<file path="src/design/liu_pkg.sv">
package liu_pkg;

    typedef enum logic [1:0] {
        LIU_RATE_DS3,
        LIU_RATE_STS1,
        LIU_RATE_E3
    } liu_rate_t;

    localparam int unsigned CHANNELS = 3;

    // Driver monitor: silence of 128 transmit periods, inside the 128 +/- 32 band
    localparam logic [7:0] MON_SILENT_TICKS = 8'h80;

    // Loss of signal: run of zero periods before declaring
    localparam logic [7:0] LOS_E3_ZEROS = 8'h20;
    localparam logic [7:0] LOS_T3_ZEROS_LOW = 8'h64;
    localparam logic [7:0] LOS_T3_ZEROS_HIGH = 8'hAF;
    localparam logic [7:0] LOS_CNT_MAX = 8'hFF;

    // Loss of lock: reference periods per window and 0.5 percent slack
    localparam logic [11:0] LOL_WINDOW = 12'h7D0;
    localparam logic [11:0] LOL_SLACK = 12'h00A;
    localparam logic [11:0] LOL_CNT_MAX = 12'hFFF;

    // Reset values
    localparam logic DRIVE_EN_RESET = 1'b0;
    localparam logic ALARM_RESET = 1'b0;

endpackage

</file>
<file path="src/design/liu_mode_alarm.sv">
// Functional notes
// - Channel 0 rate pin high gives E3, low defers to sonet select.
// - Channels 1 and 2: E3 pin high gives E3, low consults sonet select.
// - Sonet select high gives STS-1, low DS3; ignored when E3 selected.
// - Host mode ignores rate and all-ones pins; board grounds them.
// - Config source high enables host interface; low hands control to pins.
// - Host mode takes configuration from serially written registers instead.
// - Driver monitor alarm after 128 silent transmit periods, clears on pulse.
// - All-ones select sends alternating AMI marks every transmit period.
// - Loss-of-signal alarm high during loss; criterion differs E3 versus DS3/STS-1.
// - Loss-of-lock alarm when recovered clock deviates over 0.5 percent.
// - One high pulse per line code violation, low otherwise.
// - Test input low clears outputs_drive_en one clock later; other outputs keep driving; high for normal use.
// - Threshold select picks one of two levels, DS3/STS-1 only.
`timescale 1ns/100ps
module liu_mode_alarm (
    input wire logic clk,
    input wire logic rstn,
    input wire logic config_source_sel,
    input wire logic in_circuit_test_n,
    input wire logic ch0_e3_rate_sel,
    input wire logic ch1_e3_rate_sel,
    input wire logic ch2_e3_rate_sel,
    input wire logic [2:0] sonet_vs_t3_rate_sel,
    input wire logic [2:0] all_ones_tx_sel,
    input wire logic [2:0] signal_loss_threshold_sel,
    input wire logic [2:0] host_e3_rate_sel,
    input wire logic [2:0] host_sonet_rate_sel,
    input wire logic [2:0] host_all_ones_sel,
    input wire logic [2:0] transmit_clock,
    input wire logic [2:0] tx_data_pos,
    input wire logic [2:0] tx_data_neg,
    input wire logic [2:0] monitor_tip_in,
    input wire logic [2:0] monitor_ring_in,
    input wire logic [2:0] recovered_rx_clock,
    input wire logic [2:0] reference_clock_in,
    input wire logic [2:0] rx_line_pos,
    input wire logic [2:0] rx_line_neg,
    output logic [2:0] line_out_positive,
    output logic [2:0] line_out_negative,
    output logic [2:0] driver_monitor_alarm,
    output logic [2:0] rx_signal_loss_alarm,
    output logic [2:0] rx_lock_loss_alarm,
    output logic [2:0] code_violation_pulse,
    output logic [2:0] recovered_data_out,
    output logic [2:0] e3_mode_active,
    output logic [2:0] sts1_mode_active,
    output logic outputs_drive_en
);

    function automatic logic [2:0] rise(input logic [2:0] prev, input logic [2:0] cur);
        rise = cur & ~prev;
    endfunction

    // Clock pins are sampled as levels; each rising edge becomes a one-cycle tick
    logic [2:0] tx_clk_q, tx_clk_d;
    logic [2:0] rx_clk_q, rx_clk_d;
    logic [2:0] ref_clk_q, ref_clk_d;
    logic [2:0] tx_tick, rx_tick, ref_tick;

    always_comb begin
        tx_clk_d = transmit_clock;
        rx_clk_d = recovered_rx_clock;
        ref_clk_d = reference_clock_in;
    end

    always_ff @(posedge clk or negedge rstn) begin
        if (!rstn) begin
            tx_clk_q <= 3'h0;
            rx_clk_q <= 3'h0;
            ref_clk_q <= 3'h0;
        end else begin
            tx_clk_q <= tx_clk_d;
            rx_clk_q <= rx_clk_d;
            ref_clk_q <= ref_clk_d;
        end
    end

    assign tx_tick = rise(tx_clk_q, transmit_clock);
    assign rx_tick = rise(rx_clk_q, recovered_rx_clock);
    assign ref_tick = rise(ref_clk_q, reference_clock_in);

    // Mode selection
    liu_pkg::liu_rate_t rate_q [3], rate_d [3];
    logic [2:0] all_ones_q, all_ones_d;
    logic drive_en_q, drive_en_d;
    logic [2:0] pin_e3;
    logic [2:0] sel_e3, sel_sonet;

    assign pin_e3 = {ch2_e3_rate_sel, ch1_e3_rate_sel, ch0_e3_rate_sel};

    always_comb begin
        if (config_source_sel) begin
            // Host mode: rate and all-ones pins are don't-care, register copies rule
            sel_e3 = host_e3_rate_sel;
            sel_sonet = host_sonet_rate_sel;
            all_ones_d = host_all_ones_sel;
        end else begin
            sel_e3 = pin_e3;
            sel_sonet = sonet_vs_t3_rate_sel;
            all_ones_d = all_ones_tx_sel;
        end
        for (int i = 0; i < 3; i++) begin
            if (sel_e3[i]) begin
                rate_d[i] = liu_pkg::LIU_RATE_E3;
            end else if (sel_sonet[i]) begin
                rate_d[i] = liu_pkg::LIU_RATE_STS1;
            end else begin
                rate_d[i] = liu_pkg::LIU_RATE_DS3;
            end
        end
        drive_en_d = in_circuit_test_n;
    end

    always_ff @(posedge clk or negedge rstn) begin
        if (!rstn) begin
            for (int i = 0; i < 3; i++) begin
                rate_q[i] <= liu_pkg::LIU_RATE_DS3;
            end
            all_ones_q <= 3'h0;
            drive_en_q <= liu_pkg::DRIVE_EN_RESET;
        end else begin
            for (int i = 0; i < 3; i++) begin
                rate_q[i] <= rate_d[i];
            end
            all_ones_q <= all_ones_d;
            drive_en_q <= drive_en_d;
        end
    end

    assign outputs_drive_en = drive_en_q;

    // Per-channel datapath and alarms
    genvar ch;
    generate
        for (ch = 0; ch < liu_pkg::CHANNELS; ch++) begin : g_chan
            logic is_e3;
            logic rx_mark;
            logic [11:0] ref_cnt_q, ref_cnt_d;
            logic [11:0] rec_cnt_q, rec_cnt_d;
            logic lol_q, lol_d;
            logic last_pos_q, last_pos_d;
            logic viol_q, viol_d;
            logic data_q, data_d;
            logic e3_q, e3_d;
            logic sts1_q, sts1_d;

            assign is_e3 = (rate_q[ch] == liu_pkg::LIU_RATE_E3);
            assign rx_mark = rx_line_pos[ch] ^ rx_line_neg[ch];

            liu_tx_chan u_tx (
                .clk(clk),
                .rstn(rstn),
                .tx_tick(tx_tick[ch]),
                .all_ones_en(all_ones_q[ch]),
                .data_pos(tx_data_pos[ch]),
                .data_neg(tx_data_neg[ch]),
                .mon_tip(monitor_tip_in[ch]),
                .mon_ring(monitor_ring_in[ch]),
                .line_pos(line_out_positive[ch]),
                .line_neg(line_out_negative[ch]),
                .drv_alarm(driver_monitor_alarm[ch])
            );

            liu_rx_los u_los (
                .clk(clk),
                .rstn(rstn),
                .rx_tick(rx_tick[ch]),
                .mark(rx_mark),
                .is_e3(is_e3),
                .thr_sel(signal_loss_threshold_sel[ch]),
                .los(rx_signal_loss_alarm[ch])
            );

            // Lock check: recovered edges per window of reference edges
            always_comb begin
                ref_cnt_d = ref_cnt_q;
                rec_cnt_d = rec_cnt_q;
                lol_d = lol_q;
                if (rx_tick[ch] && rec_cnt_q != liu_pkg::LOL_CNT_MAX) begin
                    rec_cnt_d = rec_cnt_q + 12'h001;
                end
                if (ref_tick[ch]) begin
                    if (ref_cnt_q == liu_pkg::LOL_WINDOW - 12'h001) begin
                        // Window closes; compare and restart
                        lol_d = (rec_cnt_d > liu_pkg::LOL_WINDOW + liu_pkg::LOL_SLACK) ||
                            (rec_cnt_d < liu_pkg::LOL_WINDOW - liu_pkg::LOL_SLACK);
                        ref_cnt_d = 12'h000;
                        rec_cnt_d = 12'h000;
                    end else begin
                        ref_cnt_d = ref_cnt_q + 12'h001;
                    end
                end
            end

            // Violation: two marks in a row with the same polarity
            always_comb begin
                last_pos_d = last_pos_q;
                viol_d = viol_q;
                data_d = data_q;
                if (rx_tick[ch]) begin
                    data_d = rx_mark;
                    viol_d = rx_mark && (rx_line_pos[ch] == last_pos_q);
                    if (rx_mark) begin
                        last_pos_d = rx_line_pos[ch];
                    end
                end
            end

            // Flags follow the next rate so they answer one clock after the pins
            always_comb begin
                e3_d = (rate_d[ch] == liu_pkg::LIU_RATE_E3);
                sts1_d = (rate_d[ch] == liu_pkg::LIU_RATE_STS1);
            end

            always_ff @(posedge clk or negedge rstn) begin
                if (!rstn) begin
                    ref_cnt_q <= 12'h000;
                    rec_cnt_q <= 12'h000;
                    lol_q <= liu_pkg::ALARM_RESET;
                    last_pos_q <= 1'b0;
                    viol_q <= 1'b0;
                    data_q <= 1'b0;
                    e3_q <= 1'b0;
                    sts1_q <= 1'b0;
                end else begin
                    ref_cnt_q <= ref_cnt_d;
                    rec_cnt_q <= rec_cnt_d;
                    lol_q <= lol_d;
                    last_pos_q <= last_pos_d;
                    viol_q <= viol_d;
                    data_q <= data_d;
                    e3_q <= e3_d;
                    sts1_q <= sts1_d;
                end
            end

            assign rx_lock_loss_alarm[ch] = lol_q;
            assign code_violation_pulse[ch] = viol_q;
            assign recovered_data_out[ch] = data_q;
            assign e3_mode_active[ch] = e3_q;
            assign sts1_mode_active[ch] = sts1_q;
        end
    endgenerate

endmodule

</file>
<file path="src/design/liu_rx_los.sv">
`timescale 1ns/100ps
module liu_rx_los (
    input wire logic clk,
    input wire logic rstn,
    input wire logic rx_tick,
    input wire logic mark,
    input wire logic is_e3,
    input wire logic thr_sel,
    output logic los
);

    logic [7:0] zeros_q, zeros_d;
    logic los_q, los_d;
    logic [7:0] limit;

    // Threshold pin only matters outside E3
    assign limit = is_e3 ? liu_pkg::LOS_E3_ZEROS :
        (thr_sel ? liu_pkg::LOS_T3_ZEROS_HIGH : liu_pkg::LOS_T3_ZEROS_LOW);

    always_comb begin
        zeros_d = zeros_q;
        los_d = los_q;
        if (rx_tick) begin
            if (mark) begin
                zeros_d = 8'h00;
                los_d = 1'b0;
            end else begin
                if (zeros_q != liu_pkg::LOS_CNT_MAX) begin
                    zeros_d = zeros_q + 8'h01;
                end
                if (zeros_q + 8'h01 >= limit) begin
                    los_d = 1'b1;
                end
            end
        end
    end

    always_ff @(posedge clk or negedge rstn) begin
        if (!rstn) begin
            zeros_q <= 8'h00;
            los_q <= liu_pkg::ALARM_RESET;
        end else begin
            zeros_q <= zeros_d;
            los_q <= los_d;
        end
    end

    assign los = los_q;

endmodule

</file>
<file path="src/design/liu_tx_chan.sv">
`timescale 1ns/100ps
module liu_tx_chan (
    input wire logic clk,
    input wire logic rstn,
    input wire logic tx_tick,
    input wire logic all_ones_en,
    input wire logic data_pos,
    input wire logic data_neg,
    input wire logic mon_tip,
    input wire logic mon_ring,
    output logic line_pos,
    output logic line_neg,
    output logic drv_alarm
);

    logic [7:0] silent_q, silent_d;
    logic alarm_q, alarm_d;
    logic pol_q, pol_d;
    logic pos_q, pos_d;
    logic neg_q, neg_d;
    logic mon_mark;

    // Idle monitor inputs sit both high; a mark drives them apart
    assign mon_mark = mon_tip ^ mon_ring;

    always_comb begin
        silent_d = silent_q;
        alarm_d = alarm_q;
        pol_d = pol_q;
        pos_d = pos_q;
        neg_d = neg_q;
        if (mon_mark) begin
            silent_d = 8'h00;
            alarm_d = 1'b0;
        end else if (tx_tick) begin
            if (silent_q != liu_pkg::MON_SILENT_TICKS) begin
                silent_d = silent_q + 8'h01;
            end
            if (silent_q == liu_pkg::MON_SILENT_TICKS - 8'h01) begin
                alarm_d = 1'b1;
            end
        end
        if (tx_tick) begin
            if (all_ones_en) begin
                pos_d = ~pol_q;
                neg_d = pol_q;
                pol_d = ~pol_q;
            end else begin
                pos_d = data_pos;
                neg_d = data_neg;
            end
        end
    end

    always_ff @(posedge clk or negedge rstn) begin
        if (!rstn) begin
            silent_q <= 8'h00;
            alarm_q <= liu_pkg::ALARM_RESET;
            pol_q <= 1'b0;
            pos_q <= 1'b0;
            neg_q <= 1'b0;
        end else begin
            silent_q <= silent_d;
            alarm_q <= alarm_d;
            pol_q <= pol_d;
            pos_q <= pos_d;
            neg_q <= neg_d;
        end
    end

    assign line_pos = pos_q;
    assign line_neg = neg_q;
    assign drv_alarm = alarm_q;

endmodule

</file>
<file path="config.mk">
export PLATFORM = sky130hd
export DESIGN_NAME = liu_mode_alarm
export DESIGN_NICKNAME = d
export VERILOG_FILES = /design/src/design/liu_pkg.sv /design/src/design/liu_mode_alarm.sv /design/src/design/liu_rx_los.sv /design/src/design/liu_tx_chan.sv
export SDC_FILE = /design/constraint.sdc
export NUM_CORES = 1
export LEC_CHECK = 0
export BUFFER_PORTS_ARGS = -buffer_cell sky130_fd_sc_hd__buf_2
export CAP_MARGIN = 5
export CELL_PAD_IN_SITES_DETAIL_PLACEMENT = 1
export CELL_PAD_IN_SITES_GLOBAL_PLACEMENT = 1
export CORE_MARGIN = 2
export CORE_UTILIZATION = 41
export CTS_CLUSTER_SIZE = 28
export DETAILED_ROUTE_END_ITERATION = 8
export PLACE_DENSITY = 0.83
export SLEW_MARGIN = 20
export SYNTH_ARGS = -nofsm -noshare
export SYNTH_HDL_FRONTEND = slang
export SYNTH_SLANG_ARGS = --single-unit
</file>
<file path="constraint.sdc">
create_clock -name clk -period 3.6 [get_ports clk]
set_input_delay 0.36 -clock clk [delete_from_list [all_inputs] [get_ports clk]]
set_output_delay 0.36 -clock clk [all_outputs]
set_load 0.01 [all_outputs]
</file>
======== Yosys cells after proc, flatten, opt, wreduce, memory -nomap -nowiden ========
Index checks and enable logic that the tools add are counted.
word-level totals
  flip-flop bits (word level) ............. 172
  word-level logic and storage cells ...... 224
  input port bits ......................... 52
  output and inout bits ................... 28
operators by class
  order comparisons ....................... 9
  mux-type cells .......................... 63
  add/sub/neg operators ................... 12
  equal/unequal tests ..................... 27
  bitwise operators ....................... 15
  reduce and logical (&&, ||, !) cells .... 45
operators by type and width
  operator                                               number
  two-way mux 8 bit                                      21
  two-way mux 12 bit                                     12
  adder 12 x 1 -> 12 bit, second input constant          6
  adder 8 x 1 -> 8 bit, second input constant            6
  inequality test 8 bit, second input constant           6
  AND reduction 2 bit                                    21
  equality test 12 x 11 -> 1 bit, second input constant  3
  > comparator 12 x 11 -> 1 bit, second input constant   3
  < comparator 12 x 11 -> 1 bit, second input constant   3
  inequality test 12 bit, second input constant          3
  nonzero test 2 bit                                     15
  equality test 8 x 7 -> 1 bit, second input constant    3
  greater-or-equal comparator 8 bit                      3
  two-way mux 1 bit                                      24
  equality test 2 bit, second input constant             6
  bitwise AND 3 bit                                      3
  two-way mux 3 bit                                      3
  NOT 3 bit                                              3
  equality test 2 x 1 -> 1 bit, second input constant    3
  logical AND 1 bit                                      6
  two-way mux 2 bit                                      3
  bitwise XOR 1 bit                                      6
  equality test 1 bit                                    3
  logical OR 1 bit                                       3
  NOT 1 bit                                              3

======== Depth between registers and ports, before layout ========
  depth after elaboration ................. 6
  gate-level depth with buffers ........... 9
  gate-level depth less buffers ........... 9

======== Hierarchy ========
Synthesis repeated with hierarchy kept, for this count alone.
second synthesis, totals
  cells, all modules ...................... 965
  area, all modules ....................... 9257.6 µm²
by module, submodules not included
  module          area each (µm²)  instances  sequential area each (µm²)  cells each
  liu_mode_alarm  5301.3           1          2602.5                      548
  liu_rx_los      703.2            3          225.2                       77
  liu_tx_chan     615.6            3          300.3                       62

======== Least setup slack after synthesis ========
Ideal clock, no wire load.
  path kind ............................... flip-flop to flip-flop
  start ................................... register g_chan[2].rec_cnt_q[0]
  end ..................................... register g_chan[2].lol_q
  buffers on the path ..................... 0
  data required time ...................... 3.476 ns
  path slack .............................. 1.415 ns
  library setup time ...................... 0.124 ns
  period minus slack after synthesis ...... 2.185 ns
  arrival ................................. 2.061 ns
  stages on the path, launching flop included .. 8
  path through ............................ dfrtp_1 > ha_1 > and3_4 > a41oi_2 > a21boi_1 > o21ba_1 > a2111o_1 > o31a_1
on the way
  cells in the longest elaborated chain, start to end .. 5
  elaborated cells between the ends (all ways) .. 7
  classes of those cells .................. add/sub (1); order compare (2); eq/ne (1); mux (1); reduce/logical (2)
ends and longest elaborated chain
  item                                                                            RTL line                                      source
  start: declaration                                                              liu_mode_alarm.sv:140                         logic [11:0] rec_cnt_q, rec_cnt_d;
  start signal: assignment                                                        liu_mode_alarm.sv:228                         rec_cnt_q <= rec_cnt_d;
  branches (longest 2 deep; another with adder 12 x 1 -> 12 bit)                  -
  two-way mux 12 bit (*)                                                          liu_mode_alarm.sv:180                         if (rx_tick[ch] && rec_cnt_q != liu_pkg::LOL_CNT_MAX) begin
  > comparator 12 x 11 -> 1 bit or < comparator 12 x 11 -> 1 bit (tied branches)  liu_mode_alarm.sv:186, liu_mode_alarm.sv:187
  logical OR 1 bit (*)                                                            liu_mode_alarm.sv:186                         lol_d = (rec_cnt_d > liu_pkg::LOL_WINDOW + liu_pkg::LOL_SLACK) ||
  end signal: assignment                                                          liu_mode_alarm.sv:220                         lol_q <= liu_pkg::ALARM_RESET;
  end signal: assignment                                                          liu_mode_alarm.sv:229                         lol_q <= lol_d;
  end: declaration                                                                liu_mode_alarm.sv:141                         logic lol_q, lol_d;
Every way passes the cells marked *.
A chain may end at the register's enable or synchronous reset.

======== Final worst setup path ========
Same ends and word-level chain as after synthesis.

==> impl_results.md <==
* Post-synth EDFFs at 0
* Main synth FF type: dfrtp_1
* Die width at 153 um
* Static Leak at 4.61 nW
* Die Y at 153 um
* Clock Skew at 7.70 ps
* Post-route ant nets at 0
* GRT Total Usage at 0.189
* Fin crit period at 2420 ps
* Status: finished clean
* Max-slew violation count at 0
* Endpoint class of the critical path: flip-flop
* DRC Markers at 0
* Slew @ Worst Pin at 838 ps
* Crit-path slowest cell: dfrtp_1
* PD cells at 518 nW/um^2
* Die Area at 23300 sq um
* Fin crit share at 0.672
* Syn_nets at 1042
* Worst endpoint required time at 3910 ps
* Unrepaired setup endpoints after global routing: false
* Clock Pin Slew Worst Setup and Hold Paths at 70 ps
* Worst path cell trace: ha_1 > and3_4 > a41oi_2 > a21boi_1 > o21ba_1 > a2111o_1 > o31a_1
* Largest net degree at the start of global routing at 75
* F_max at 414 MHz
* Root buffer cell: clkbuf_16
* Switching pwr at 1.66 mW
* CTS tree: built
* Largest stage delay, worst path at 420 ps
* Post-synth cell types at 63
* Ys Warns at 0
* CP arrival at 2730 ps
* Int Power at 3.63 mW
* Gr ovfl total at 0
* Crit path max fanout at 7
* Clk Latency, worst-skew pair at 430 ps
* Commonest non-fill, non-tap cell in the layout: dfrtp_1
* Synthesized instance count at 963
* Sequential fraction of the synthesis area at 0.462
* Max rail drop VDD at 324 uV
* I/O Pins at 80
* First-pass GRT wire length at 36800 um
* First drt pass iteration count at 4
* Cell area after synthesis at 9050 sq um
* Number of clock buffers inserted by TritonCTS at 17
* Slew headroom at 0.436
* Total Wirelength at 21200 um
* Core area at 21800 sq um
* Critical path launch point type: flip-flop
* Crit Path Category: reg2reg
* Detailed Place HPWL at 15400 um
* Vias in the first global route at 7652
* Sw Ratio at 0.314
* Combinational fraction of design power at 0.188
* DRT iter0 DRCs at 219
* Min-delay worst type: in2reg
* Rows at 54
* Max Cap Viol at 0
* Most frequent cells in the layout: 167 x dfrtp_1, 119 x nor2_1, 100 x nand2_1
* Drt via density at 5.46
* Power Total at 5.29 mW
* Final setup TNS at 0 ps
* Avg Cell Area, Syn at 9.40 sq um
* Flop pwr share at 0.460
* Hold Vio Cnt, Final at 0
* CP bufs+invs at 0
* Wirelength per Cell at 16.1 um
* Clock share of power at 0.351
* Top delay family on crit path: compound AO/OA/AOI/OAI gates
* Share of the synthesized area in the top cell type at 0.462
* Final Setup Violations at 0
* Layout cells sized above 1 at 0.138
* TritonCTS sink count at 167
* Area contributors post-synth: dfrtp_1 46%, nor2_1 4.9%, xor2_1 4.7%
* Initial Utilization at 0.416
* Number of port buffers at 79
* Flops & latches, synth at 167
* Final #Nets at 1100
* ANT cells at 0
* Initial antenna violation count at 0
* GP Congestion at 0.889
* Synth area leader: dfrtp_1
* Async SR Flop Fraction at 1.00
* DR vias at 7181
* Syn-to-layout area delta at 12.7%
* Clk buf depth at 2
* CTS H-tree depth at 4
## path summary, 6_finish.rpt
check                                  startpoint                      to  slack (ps)  depth (start not counted)
max reg2reg                g_chan[2].rec_cnt_q[0]         g_chan[2].lol_q        1180                          7
min in group asynchronous                    rstn  g_chan[2].ref_cnt_q[1]         510                          2
max in group asynchronous                    rstn  g_chan[2].ref_cnt_q[5]        2260                          3
max                        g_chan[2].rec_cnt_q[0]         g_chan[2].lol_q        1180                          7
min reg2reg                      g_chan[2].data_q        g_chan[2].data_q         470                          1
min                             in_circuit_test_n        outputs_drive_en          30                          1
## through the flow
step                      area (sq um)  hold slack, ps  std cells  utilization  worst slack (ps)
after global placement            9590             430       1281        0.441              1290
after detailed placement          9590             433       1281        0.441              1210
after global routing             10200            16.2       1314        0.469              1010
final                            10200            31.0       1314        0.469              1180
after floorplan                   9050            64.4        963            -              1420
after CTS                        10200            8.96       1314        0.469              1200
## state kept, by name (all words and copies together), names as in the netlist, 4 cells and up
signal,cells
g_chan.rec_cnt_q,36
g_chan.ref_cnt_q,36
g_chan.u_los.zeros_q,24
g_chan.u_tx.silent_q,24
rate_q,4
## cells in the mapped netlist (all sizes together) (6+ instances only)
cell / number
o31ai: 9
nor2b: 15
xor2: 49
a31oi: 10
nand4: 21
nor3: 21
or2: 6
ha: 27
a21o: 7
mux2: 7
nor4b: 6
buf: 33
mux2i: 15
nand2: 100
nand2b: 18
nand3: 35
xnor2: 36
or3: 13
and3: 16
nor2: 119
a21oi: 35
o21ai: 78
nor4: 10
inv: 27
dfrtp: 167
clkbuf: 15
## power groups by stage
stage	Clock [mW]	Sequential (mW)	Combinational [mW]
floorplan	0	2.35	0.776
global placement	0	2.44	0.926
detailed placement	0	2.46	0.988
CTS	1.91	2.44	1.01
global route	1.98	2.49	1.13
finish	1.86	2.43	0.996
## logic make-up (layout without fill, tap and decap cells)
kind of cell / count (synthesis) / after routing / synth area share
buf+inv: 75 / 146 / 0.0429
xor+xnor: 85 / 85 / 0.0823
mux: 22 / 22 / 0.0253
fa+ha+maj: 27 / 27 / 0.0373
simple gates: 404 / 404 / 0.220
flops: 167 / 167 / 0.462
compound gates: 183 / 183 / 0.131
## area by class of cell
class | instances | area [sq um]
fillers | 2539 | 11600
multi-input cells | 721 | 4490
flip-flops and latches | 167 | 4180
repair buffers | 87 | 477
clock buffers | 20 | 457
well taps | 280 | 350
clock inverters | 12 | 140
inverters | 27 | 101
## repair_timing
item	in CTS	in global routing
resized for setup	0	0
endpoints found under the hold margin	71	0
buffers inserted	0	0
hold buffers	1	0
## layer usage
| layer | share of wire | GRT usage | wire length, um |
|---|---|---|---|
| met1 | 0.46 | 0.241 | 9750 |
| met4 | 0.011 | 0.0529 | 238 |
| met5 | 0 | 0 | 0 |
| met2 | 0.49 | 0.325 | 10500 |
| met3 | 0.034 | 0.0410 | 720 |
No activity file was read; power rests on OpenSTA's default activity.
